==> src/panel_link_defs.vh <==
`ifndef PANEL_LINK_DEFS_VH
`define PANEL_LINK_DEFS_VH

// Register byte offsets.
`define PNL_OFF_CTRL 8'h00
`define PNL_OFF_CMD 8'h04
`define PNL_OFF_RESP 8'h08
`define PNL_OFF_STATUS 8'h0C
`define PNL_OFF_IRQ_STAT 8'h10
`define PNL_OFF_IRQ_MASK 8'h14
`define PNL_OFF_CONFIG 8'h18

// Field positions.
`define PNL_CTRL_GO_BIT 0
`define PNL_ST_BUSY_BIT 0
`define PNL_ST_PERR_BIT 1
`define PNL_ST_NAK_BIT 2
`define PNL_ST_RETRY_LSB 8
`define PNL_IRQ_DONE_BIT 0
`define PNL_IRQ_ERR_BIT 1
`define PNL_IRQ_FAIL_BIT 2
`define PNL_CFG_HALF_LSB 0
`define PNL_CFG_RETRY_LSB 8

// Frame layout.
`define PNL_FRAME_BITS 16
`define PNL_CMD_BITS 15
`define PNL_RSP_ACK_BIT 4
`define PNL_RSP_PAR_BIT 15

// Reset values and the minimum half period.
`define PNL_RST_HALF 8'h04
`define PNL_RST_RETRY 4'h3
`define PNL_MIN_HALF 8'h03

// Timing.
`define PNL_CLK_MHZ 125
`define PNL_CLEAR_NS 1000

`endif

==> src/panel_frame_shifter.v <==
`timescale 1ns/1ps
`include "panel_link_defs.vh"

module panel_frame_shifter #(
   parameter W = `PNL_FRAME_BITS
) (
   // Clock and reset.
   input wire i_core_clk,
   input wire i_rst_n,
   // Frame request.
   input wire i_start,
   input wire [W-1:0] i_frame,
   input wire [7:0] i_half,
   // Synchronised response bit.
   input wire i_resp_bit,
   // Link pins.
   output reg o_sclk,
   output reg o_sdo,
   // Frame result.
   output reg [W-1:0] o_resp,
   output reg o_done,
   output reg o_busy
);

   localparam IW = $clog2(W);

   reg [7:0] tmr;
   reg [IW-1:0] idx;
   reg [W-1:0] shreg;

   // The shift clock idles high; data change on its falling edge and the response is
   // taken on its rising edge, so the command goes out while the response comes in.
   always @(posedge i_core_clk or negedge i_rst_n) begin
      if (!i_rst_n) begin
         o_sclk <= 1'b1;
         o_sdo <= 1'b1;
         o_resp <= {W{1'b0}};
         o_done <= 1'b0;
         o_busy <= 1'b0;
         tmr <= 8'h00;
         idx <= {IW{1'b0}};
         shreg <= {W{1'b0}};
      end else begin
         o_done <= 1'b0;
         if (!o_busy) begin
            if (i_start) begin
               o_busy <= 1'b1;
               shreg <= i_frame;
               o_sdo <= i_frame[0];
               tmr <= i_half;
               idx <= {IW{1'b0}};
               o_sclk <= 1'b1;
            end
         end else if (tmr > 8'h01) begin
            tmr <= tmr - 8'h01;
         end else begin
            tmr <= i_half;
            if (o_sclk) begin
               o_sclk <= 1'b0;
               o_sdo <= shreg[0];
            end else begin
               o_sclk <= 1'b1;
               o_resp <= {i_resp_bit, o_resp[W-1:1]};
               shreg <= {1'b1, shreg[W-1:1]};
               if (idx == W - 1) begin
                  o_busy <= 1'b0;
                  o_done <= 1'b1;
               end else begin
                  idx <= idx + {{(IW-1){1'b0}}, 1'b1};
               end
            end
         end
      end
   end

endmodule // panel_frame_shifter

==> src/panel_serial_command_link.v <==
// Behaviour
// - Block generates panel shift clock for both directions
// - Sixteen-bit command: fifteen bits, even parity
// - On error pulse clear low, resend command; the code resends only while tries < cfg_retry, then stops
// - Command and response shift on same edges
//
// Our own choices: the AHB-Lite register port and the register addresses.
`timescale 1ns/1ps
`include "panel_link_defs.vh"

module panel_serial_command_link #(
   parameter FRAME_BITS = `PNL_FRAME_BITS,
   parameter CMD_BITS = `PNL_CMD_BITS
) (
   // Clock and reset.
   input wire i_core_clk,
   input wire i_rst_n,
   // AHB-Lite slave.
   input wire i_hsel,
   input wire [31:0] i_haddr,
   input wire [1:0] i_htrans,
   input wire i_hwrite,
   input wire [2:0] i_hsize,
   input wire [31:0] i_hwdata,
   input wire i_hready,
   output reg o_hreadyout,
   output reg o_hresp,
   output reg [31:0] o_hrdata,
   // Interrupt.
   output reg o_irq,
   // Panel link.
   output wire o_panel_shift_clock,
   output wire o_panel_command_out,
   input wire i_panel_response_in,
   output reg o_panel_clear_n
);

   localparam [2:0] ST_IDLE = 3'd0;
   localparam [2:0] ST_SHIFT = 3'd1;
   localparam [2:0] ST_CLEAR = 3'd2;
   localparam [2:0] ST_GAP = 3'd3;

   localparam integer CLEAR_CYC_RAW = (`PNL_CLEAR_NS * `PNL_CLK_MHZ + 999) / 1000;
   localparam integer CLEAR_CYC = (CLEAR_CYC_RAW < 1) ? 1 : CLEAR_CYC_RAW;
   localparam [11:0] CLEAR_LAST = CLEAR_CYC[11:0] - 12'h001;

   // Bus state.
   reg pend;
   reg pwrite;
   reg [7:0] paddr;
   reg [31:0] rd_val;

   // Registers.
   reg [CMD_BITS-1:0] cmd;
   reg [FRAME_BITS-1:0] resp;
   reg [2:0] irq_stat;
   reg [2:0] irq_mask;
   reg [7:0] cfg_half;
   reg [3:0] cfg_retry;
   reg last_perr;
   reg last_nak;

   // Link control.
   reg [2:0] state;
   reg [3:0] tries;
   reg [11:0] wait_cnt;
   reg shift_start;
   reg [FRAME_BITS-1:0] frame;
   reg rsp_meta;
   reg rsp_sync;

   wire [7:0] half_eff;
   wire [FRAME_BITS-1:0] rsp_word;
   wire rsp_done;
   wire rsp_busy;
   wire wr_ctrl;
   wire wr_cmd;
   wire wr_clr;
   wire wr_mask;
   wire wr_cfg;
   wire go;
   wire rsp_perr;
   wire rsp_nak;
   wire rsp_bad;
   wire set_done;
   wire set_err;
   wire set_fail;
   wire [2:0] irq_set;
   wire [2:0] irq_clr;
   wire [2:0] next_irq_stat;

   // A shorter half period would let the synchroniser delay eat the response bit.
   assign half_eff = (cfg_half < `PNL_MIN_HALF) ? `PNL_MIN_HALF : cfg_half;

   assign wr_ctrl = pend && pwrite && (paddr == `PNL_OFF_CTRL);
   assign wr_cmd = pend && pwrite && (paddr == `PNL_OFF_CMD);
   assign wr_clr = pend && pwrite && (paddr == `PNL_OFF_IRQ_STAT);
   assign wr_mask = pend && pwrite && (paddr == `PNL_OFF_IRQ_MASK);
   assign wr_cfg = pend && pwrite && (paddr == `PNL_OFF_CONFIG);
   assign go = wr_ctrl && i_hwdata[`PNL_CTRL_GO_BIT] && (state == ST_IDLE);

   assign rsp_perr = ~(^rsp_word);
   assign rsp_nak = ~rsp_word[`PNL_RSP_ACK_BIT];
   assign rsp_bad = rsp_perr | rsp_nak;
   assign set_done = (state == ST_SHIFT) && rsp_done && !rsp_bad;
   assign set_err = (state == ST_SHIFT) && rsp_done && rsp_bad;
   assign set_fail = set_err && (tries >= cfg_retry);

   assign irq_set = {set_fail, set_err, set_done};
   assign irq_clr = wr_clr ? i_hwdata[2:0] : 3'b000;
   // An event in the same cycle as its clear stays set.
   assign next_irq_stat = (irq_stat & ~irq_clr) | irq_set;

   // Two flip-flops before the response bit reaches any logic.
   always @(posedge i_core_clk or negedge i_rst_n) begin
      if (!i_rst_n) begin
         rsp_meta <= 1'b1;
         rsp_sync <= 1'b1;
      end else begin
         rsp_meta <= i_panel_response_in;
         rsp_sync <= rsp_meta;
      end
   end

   // Every transfer takes one wait state so that read data come from a flip-flop.
   always @(posedge i_core_clk or negedge i_rst_n) begin
      if (!i_rst_n) begin
         pend <= 1'b0;
         pwrite <= 1'b0;
         paddr <= 8'h00;
         o_hreadyout <= 1'b1;
         o_hresp <= 1'b0;
         o_hrdata <= 32'h0000_0000;
      end else begin
         o_hresp <= 1'b0;
         if (pend) begin
            pend <= 1'b0;
            o_hreadyout <= 1'b1;
            if (!pwrite) begin
               o_hrdata <= rd_val;
            end
         end else if (i_hsel && i_hready && i_htrans[1]) begin
            pend <= 1'b1;
            pwrite <= i_hwrite;
            paddr <= {i_haddr[7:2], 2'b00};
            o_hreadyout <= 1'b0;
         end
      end
   end

   always @* begin
      rd_val = 32'h0000_0000;
      case (paddr)
         `PNL_OFF_CMD: rd_val[CMD_BITS-1:0] = cmd;
         `PNL_OFF_RESP: rd_val[FRAME_BITS-1:0] = resp;
         `PNL_OFF_STATUS: begin
            rd_val[`PNL_ST_BUSY_BIT] = (state != ST_IDLE) | rsp_busy;
            rd_val[`PNL_ST_PERR_BIT] = last_perr;
            rd_val[`PNL_ST_NAK_BIT] = last_nak;
            rd_val[`PNL_ST_RETRY_LSB +: 4] = tries;
         end
         `PNL_OFF_IRQ_STAT: rd_val[2:0] = irq_stat;
         `PNL_OFF_IRQ_MASK: rd_val[2:0] = irq_mask;
         `PNL_OFF_CONFIG: begin
            rd_val[`PNL_CFG_HALF_LSB +: 8] = cfg_half;
            rd_val[`PNL_CFG_RETRY_LSB +: 4] = cfg_retry;
         end
         default: rd_val = 32'h0000_0000;
      endcase
   end

   always @(posedge i_core_clk or negedge i_rst_n) begin
      if (!i_rst_n) begin
         cmd <= {CMD_BITS{1'b0}};
         irq_mask <= 3'b000;
         cfg_half <= `PNL_RST_HALF;
         cfg_retry <= `PNL_RST_RETRY;
      end else begin
         if (wr_cmd) begin
            cmd <= i_hwdata[CMD_BITS-1:0];
         end
         if (wr_mask) begin
            irq_mask <= i_hwdata[2:0];
         end
         if (wr_cfg) begin
            cfg_half <= i_hwdata[`PNL_CFG_HALF_LSB +: 8];
            cfg_retry <= i_hwdata[`PNL_CFG_RETRY_LSB +: 4];
         end
      end
   end

   always @(posedge i_core_clk or negedge i_rst_n) begin
      if (!i_rst_n) begin
         irq_stat <= 3'b000;
         o_irq <= 1'b0;
      end else begin
         irq_stat <= next_irq_stat;
         o_irq <= |(next_irq_stat & irq_mask);
      end
   end

   // Transfer sequencer: send, check, and on a fault clear the panel and resend.
   always @(posedge i_core_clk or negedge i_rst_n) begin
      if (!i_rst_n) begin
         state <= ST_IDLE;
         tries <= 4'h0;
         wait_cnt <= 12'h000;
         shift_start <= 1'b0;
         frame <= {FRAME_BITS{1'b0}};
         resp <= {FRAME_BITS{1'b0}};
         last_perr <= 1'b0;
         last_nak <= 1'b0;
         o_panel_clear_n <= 1'b1;
      end else begin
         shift_start <= 1'b0;
         case (state)
            ST_IDLE: begin
               if (go) begin
                  frame <= {^cmd, cmd};
                  tries <= 4'h0;
                  shift_start <= 1'b1;
                  state <= ST_SHIFT;
               end
            end
            ST_SHIFT: begin
               if (rsp_done) begin
                  resp <= rsp_word;
                  last_perr <= rsp_perr;
                  last_nak <= rsp_nak;
                  if (!rsp_bad) begin
                     state <= ST_IDLE;
                  end else if (tries >= cfg_retry) begin
                     state <= ST_IDLE; // The panel keeps failing; software decides what next.
                  end else begin
                     tries <= tries + 4'h1;
                     wait_cnt <= 12'h000;
                     o_panel_clear_n <= 1'b0;
                     state <= ST_CLEAR;
                  end
               end
            end
            ST_CLEAR: begin
               if (wait_cnt == CLEAR_LAST) begin
                  wait_cnt <= 12'h000;
                  o_panel_clear_n <= 1'b1;
                  state <= ST_GAP;
               end else begin
                  wait_cnt <= wait_cnt + 12'h001;
               end
            end
            ST_GAP: begin
               if (wait_cnt == CLEAR_LAST) begin
                  shift_start <= 1'b1;
                  state <= ST_SHIFT;
               end else begin
                  wait_cnt <= wait_cnt + 12'h001;
               end
            end
            default: begin
               state <= ST_IDLE;
               o_panel_clear_n <= 1'b1;
            end
         endcase
      end
   end

   panel_frame_shifter #(
      .W(FRAME_BITS)
   ) u_shifter (
      .i_core_clk(i_core_clk),
      .i_rst_n(i_rst_n),
      .i_start(shift_start),
      .i_frame(frame),
      .i_half(half_eff),
      .i_resp_bit(rsp_sync),
      .o_sclk(o_panel_shift_clock),
      .o_sdo(o_panel_command_out),
      .o_resp(rsp_word),
      .o_done(rsp_done),
      .o_busy(rsp_busy)
   );

endmodule // panel_serial_command_link

==> config.mk <==
export PLATFORM = sky130hd
export DESIGN_NAME = panel_serial_command_link
export DESIGN_NICKNAME = d
export VERILOG_FILES = /design/src/panel_frame_shifter.v /design/src/panel_serial_command_link.v
export VERILOG_INCLUDE_DIRS = /design/src
export SDC_FILE = /design/constraint.sdc
export NUM_CORES = 1
export LEC_CHECK = 0
export BUFFER_PORTS_ARGS = -buffer_cell sky130_fd_sc_hd__buf_4
export CORE_MARGIN = 2
export CORE_UTILIZATION = 48
export CTS_BUF_LIST = sky130_fd_sc_hd__clkbuf_2
export DETAILED_ROUTE_END_ITERATION = 8
export GPL_ROUTABILITY_DRIVEN = 0
export MAX_ROUTING_LAYER = met4
export PLACE_DENSITY = 0.83
export SLEW_MARGIN = 20
export SYNTH_ARGS = -nofsm -noshare
export SYNTH_HDL_FRONTEND = slang
export SYNTH_HIERARCHICAL = 1
export SYNTH_SLANG_ARGS = --single-unit
==> constraint.sdc <==
create_clock -name i_core_clk -period 1.98 [get_ports i_core_clk]
set_input_delay 0.099 -clock i_core_clk [delete_from_list [all_inputs] [get_ports i_core_clk]]
set_output_delay 0.099 -clock i_core_clk [all_outputs]
set_load 0.05 [all_outputs]
After elaboration in Yosys (flattened, before gate mapping)
Index checks and enable logic that the tools add are counted.
- bitwise operators: 13
- reduce and logical (&&, ||, !) cells: 39
- equality and inequality tests: 22
- order comparisons: 3
- add/sub/neg operators: 4
- mux-type cells: 66
- operator list (cell ; count):
    2-to-1 mux 16 bit ; 4
    2-to-1 mux 12 bit ; 5
    2-to-1 mux 4 bit ; 9
    one-hot mux 12 bit (3 select lines) ; 1
    2-to-1 mux 8 bit ; 4
    2-to-1 mux 1 bit ; 28
    == test 6 x 3 -> 1 bit (second input constant) ; 3
    inequality test 2 bit (second input constant) ; 9
    one-hot mux 3 bit (6 select lines) ; 1
    one-hot mux 4 bit (4 select lines) ; 1
    parity 16 bit ; 1
    2-to-1 mux 3 bit ; 5
    one-hot mux 5 bit (3 select lines) ; 1
    AND reduction 5 bit ; 3
    parity 15 bit ; 1
    logical AND 1 bit ; 14
    adder 12 x 1 -> 12 bit (second input constant) ; 1
    == test 12 x 7 -> 1 bit (second input constant) ; 1
    == test 6 x 2 -> 1 bit (second input constant) ; 2
    one-hot mux 3 bit (4 select lines) ; 1
    AND reduction 2 bit ; 5
    AND reduction 3 bit ; 3
    adder 4 x 1 -> 4 bit (second input constant) ; 2
    greater-than comparator 8 x 1 -> 1 bit (second input constant) ; 1
    other kinds (26) ; 41
- bits in registers: 164
- input port bits: 75
- logic and storage cells: 177
- output and inout bits: 38

Longest topological paths before layout
- depth after elaboration: 8
- depth in mapped cells: 10
- mapped depth without buffers: 9

Modules after synthesis
The synthesis kept the hierarchy.
- modules (own cells, without submodules) (module ; cells an instance ; area each (µm²) ; sequential area each (µm²) ; times used):
    panel_serial_command_link ; 538 ; 5745.5 ; 2886.5 ; 1
    panel_frame_shifter ; 207 ; 2333.5 ; 1203.7 ; 1

Worst setup path after synthesis
OpenSTA, ideal clock, no wires.
- path type: register -> register
- from: register cfg_retry[0]
- to: register tries[3]
- setup slack: -0.208 ns
- setup time: 0.124 ns
- period minus slack after synthesis: 2.188 ns
- required time: 1.856 ns
- data arrival time: 2.064 ns
- buffers on the path: 0
- stages on the path, launching flop included: 9
- cells stage by stage: dfstp_2 ha_1 nand2b_1 a21o_1 a21o_1 a21oi_1 o211ai_1 o211a_1 a211o_1
- cells in the longest elaborated chain, start to end: 3
- RTL lines (what ; line ; text):
    from (decl) ; panel_serial_command_link.v:59 ; reg [3:0] cfg_retry;
    from (signal assigned) ; panel_serial_command_link.v:177 ; cfg_retry <= `PNL_RST_RETRY;
    from (signal assigned) ; panel_serial_command_link.v:187 ; cfg_retry <= i_hwdata[`PNL_CFG_RETRY_LSB +: 4];
    >= comparator 4 bit ; panel_serial_command_link.v:232 ; end else if (tries >= cfg_retry) begin
    inequality test 2 bit (no line) ; -- ;
    AND reduction 5 bit (no line) ; -- ;
    to (signal assigned) ; panel_serial_command_link.v:235 ; tries <= tries + 4'h1;
    to (decl) ; panel_serial_command_link.v:65 ; reg [3:0] tries;
Every way passes these cells.
A chain may end at the register's enable or synchronous reset.

Worst setup path in the final report
- from: register u_shifter.o_resp[5]
- to: register tries[3]
- cells in the longest elaborated chain, start to end: 5
- RTL lines (what ; line ; text):
    from (decl) ; panel_frame_shifter.v:20 ; output reg [W-1:0] o_resp,
    from (signal assigned) ; panel_frame_shifter.v:37 ; o_resp <= {W{1'b0}};
    from (signal assigned) ; panel_frame_shifter.v:63 ; o_resp <= {i_resp_bit, o_resp[W-1:1]};
    parity 16 bit ; panel_serial_command_link.v:102 ; assign rsp_perr = ~(^rsp_word);
    NOT 1 bit ; panel_serial_command_link.v:102 ;
    OR 1 bit ; panel_serial_command_link.v:104 ; assign rsp_bad = rsp_perr | rsp_nak;
    inequality test 2 bit (no line) ; -- ;
    AND reduction 5 bit (no line) ; -- ;
Every way passes these cells.

==> metrics.txt <==
Peak VDD IR=0.000590 V; final setup skew=around 50 ps; drt pass-1 iters=6; worst hold slack=54.3 ps; violated checks=setup timing; Finished Layout Cells=between 1,000 and 1,500; Max stage delay on crit path=between 400 and 500 ps; Critical Path RT=approximately 2700 ps; busiest grt layer=met2; chip width=around 130 um; CTS Buf Count=17; final worst slack=-251 ps; Fmax=approximately 450 MHz; Switch Pwr=4.03 mW; status=finished, violations left; DP Cell Count=1,054; async set-or-reset flop fraction in the synthesized netlist=between 90% and 100%; I/O Pins=about 110; total grt overflow=0; GRT met3 Usage=between 4 and 5%; logic gate share of total power=about 41%; Final #Nets=approximately 1,000; Worst Setup End Kind=flip-flop; Most used DFF post-synth=dfrtp_1; first-pass GRT wire length=33.0 mm; HP Start=i_hwdata[12]; vias per cell=a little under 6; Core Area=approximately 0.017 mm^2; post-synthesis sequential area ratio=50.6%; Switching Share=between 30% and 40%; Least-Margin Pin Slew=547 ps; vias in the first global route=approximately 6,600; Die Area=around 0.018 mm^2; min Tclk post-route=around 2200 ps; hpwl dp=approximately 14 mm; Max Root-Sink Buffers=2; Max-slew headroom=between 60% and 70%; Power Internal=~6.6 mW; number of synthesized flops with an enable pin=0; Clock Power Share=a little under a fifth; CTS root buf=clkbuf_2; fill count=roughly 1,200; Multi-input gate area=approximately 0.0040 mm^2; antenna fix cells=0; Die Height=~130 um; Iter 0 DRT Violations=between 500 and 600; Final Max Slew Viols=0; Post-Syn Instances=around 750; final wirelength=21.2 mm; met1 usage=about 29%; Buf/Inv on CP=2; pwr dens=1030 mW/mm^2; CP max-delay cell=dfrtp_1; I/O Buffers=48; H-tree depth=4; area grow syn2layout=27.5%; Power, Total=around 11 mW; Arr. time, crit path=2920 ps; Leak Pwr=about 4.8 nW; clock transition at the registers of the reported paths=approximately 280 ps; Yosys Warn Count=6; CP top delay family=XOR/XNOR gates; initial antenna violation count=0; layout cells sized above 1=between 30% and 40%; hold crit path type=in -> reg; post-route ant nets=0; critical path startpoint=u_shifter/o_resp[5]; WL per Instance=around 19 um; Final setup viols=36; startpoint types=flip-flop; initial core utilization=48.9%; Total Routing Usage GR=24.1%; # rows=47; RSZ-0062 raised after global routing=true; Reg-to-Reg Start=u_shifter/o_resp[5]; pre-CTS WS=-289 ps; grt met2 use=roughly 40%; CTS Sinks=approximately 160; crit-path max FO=4; Worst-Skew Late Latency=between 700 and 800 ps; critical-path cell list=xnor2_2, xnor2_1, xnor2_1, buf_4, xor2_4, o211ai_1, buf_4, nor3_2, a211o_1; period utilisation layout=113%; residual DRC count=0; max-cap violation count=0; WS Path Type=reg -> reg; Reg power frac=40.3%; synthesized flop and latch total=163; Synth cell types=73; CTS tree=done; Post-Syn Area per Cell=approximately 11 um^2; Fin. Hold Viols=0; FF/Latch Area=0.00409 mm^2; largest net degree at the start of global routing=53; vias=6,594; Syn Std Cell Area=between 0.008 and 0.009 mm^2
## final timing paths
path                                      to  slack [ps]  depth (start not counted)
worst max-delay path                tries[3]        -250                          9
worst max register to register      tries[3]        -250                          9
max in group asynchronous       o_hrdata[14]        1190                          4
worst min register to register      rsp_sync         370                          0
min in group asynchronous        o_hrdata[2]         450                          4
worst min-delay path                 cmd[12]          50                          3
## cell usage in the layout (no fill, tap or decap), types with 5 or more instances in the layout
cell type	n
a21o_1	5
a21oi_1	16
a21oi_2	7
a222oi_1	5
a22o_1	5
a22oi_1	8
buf_12	6
buf_4	130
buf_6	10
clkbuf_2	17
conb_1	17
dfrtp_1	153
dfstp_2	9
dlygate4sd3_1	36
ha_1	12
inv_1	22
mux2_2	71
mux2i_1	9
nand2_1	77
nand2b_1	6
nand3_1	16
nand4_1	11
nor2_1	31
nor3_1	13
o21ai_0	35
o21ai_1	6
o221a_2	15
o22ai_1	5
o22ai_2	5
or3_1	15
xnor2_1	19
xnor2_2	6
## per-stage QoR
step                      cell area [um^2]  util [%]  setup TNS, ps
final                                10300      62.4          -3730
after global placement                9180      55.5          -1940
after global routing                 10300      62.4          -5840
after detailed placement              9180      55.5          -3360
after floorplan                       8180         -           -206
after CTS                            10100      61.0          -2570
## power groups by stage
stage          Combinational (mW)  Sequential [mW]  Clock [mW]
2_1_floorplan                2.31             4.27           0
3_3_place_gp                 3.40             4.30           0
3_5_place_dp                 3.52             4.31           0
4_1_cts                      4.02             4.27        2.07
5_1_grt                      4.62             4.35        2.22
6_report                     4.32             4.30        2.05
## registers in the layout, summed over array words and instances, names as in the netlist, 2 cells and up
register / cells
cfg_half: 8
o_hrdata: 16
wait_cnt: 12
cmd: 15
paddr: 6
frame: 16
cfg_retry: 4
irq_stat: 3
resp: 16
u_shifter/shreg: 16
u_shifter/o_resp: 16
u_shifter/tmr: 8
tries: 4
u_shifter/idx: 4
irq_mask: 3
state: 2
## Yosys cell counts (all sizes together), types with 5 or more instances
| cell | n | area [um^2] |
|---|---|---|
| or4 | 5 | 42.5 |
| or3 | 18 | 114 |
| nand3 | 16 | 80.1 |
| ha | 15 | 188 |
| nand2 | 78 | 295 |
| nor2b | 5 | 31.3 |
| clkbuf | 31 | 126 |
| a22oi | 8 | 60.1 |
| buf | 27 | 190 |
| dfstp | 9 | 236 |
| mux2i | 9 | 90.1 |
| xor2 | 5 | 43.8 |
| nor3 | 17 | 85.1 |
| mux2 | 74 | 833 |
| nand2b | 8 | 50.1 |
| o221a | 15 | 169 |
| dfrtp | 154 | 3850 |
| nand4 | 11 | 68.8 |
| o22ai | 10 | 62.6 |
| o21ai | 44 | 224 |
| a22o | 5 | 43.8 |
| nor4 | 8 | 71.3 |
| nor2 | 33 | 124 |
| a21oi | 27 | 139 |
| xnor2 | 25 | 219 |
| a222oi | 5 | 50.1 |
| a21o | 5 | 37.5 |
| inv | 23 | 86.3 |
## final cells by class
type | count | share of cell area (%)
Clock inverter | 15 | 1.92
Multi-Input combinational cell | 516 | 38.7
Inverter | 24 | 0.874
Clock buffer | 17 | 0.826
Tap cell | 220 | 2.67
Timing Repair Buffer | 183 | 15.3
Sequential cell | 163 | 39.7
## per-layer routing
metal	share of wire, %	routed length [um]	up-vias
met5	0	0	-
met4	3.2	684	0
met3	5.7	1200	73
met2	51	10800	264
met1	40	8500	3279
li1	-	-	2978
## worst min-delay path, cell delays in order
cell and delay, ps:
dlygate4sd3_1 530, buf_4 100, mux2_2 130
## kinds of logic (layout without fill, tap and decap cells)
group | Yosys count | in the layout | synth area share, %
xor gates and xnor gates | 30 | 30 | 3.25
adders and majority gates | 15 | 15 | 2.32
and+or+nand+nor | 216 | 216 | 13.5
other | 1 | 17 | 0.0464
buffers and inverters | 82 | 239 | 5.03
muxes | 83 | 83 | 11.4
DFF | 163 | 163 | 50.6
AOI/OAI and AO/OA | 155 | 155 | 13.8
## what timing repair did
item,4_1_cts,5_1_grt
endpoints found under the hold margin,208,1
hold buffers,35,2
pin swaps,22,31
gates resized for setup,34,41
endpoints found under the setup margin,27,89
cloned,0,1
buffers inserted,9,8
No activity file was read; power rests on OpenSTA's default activity.
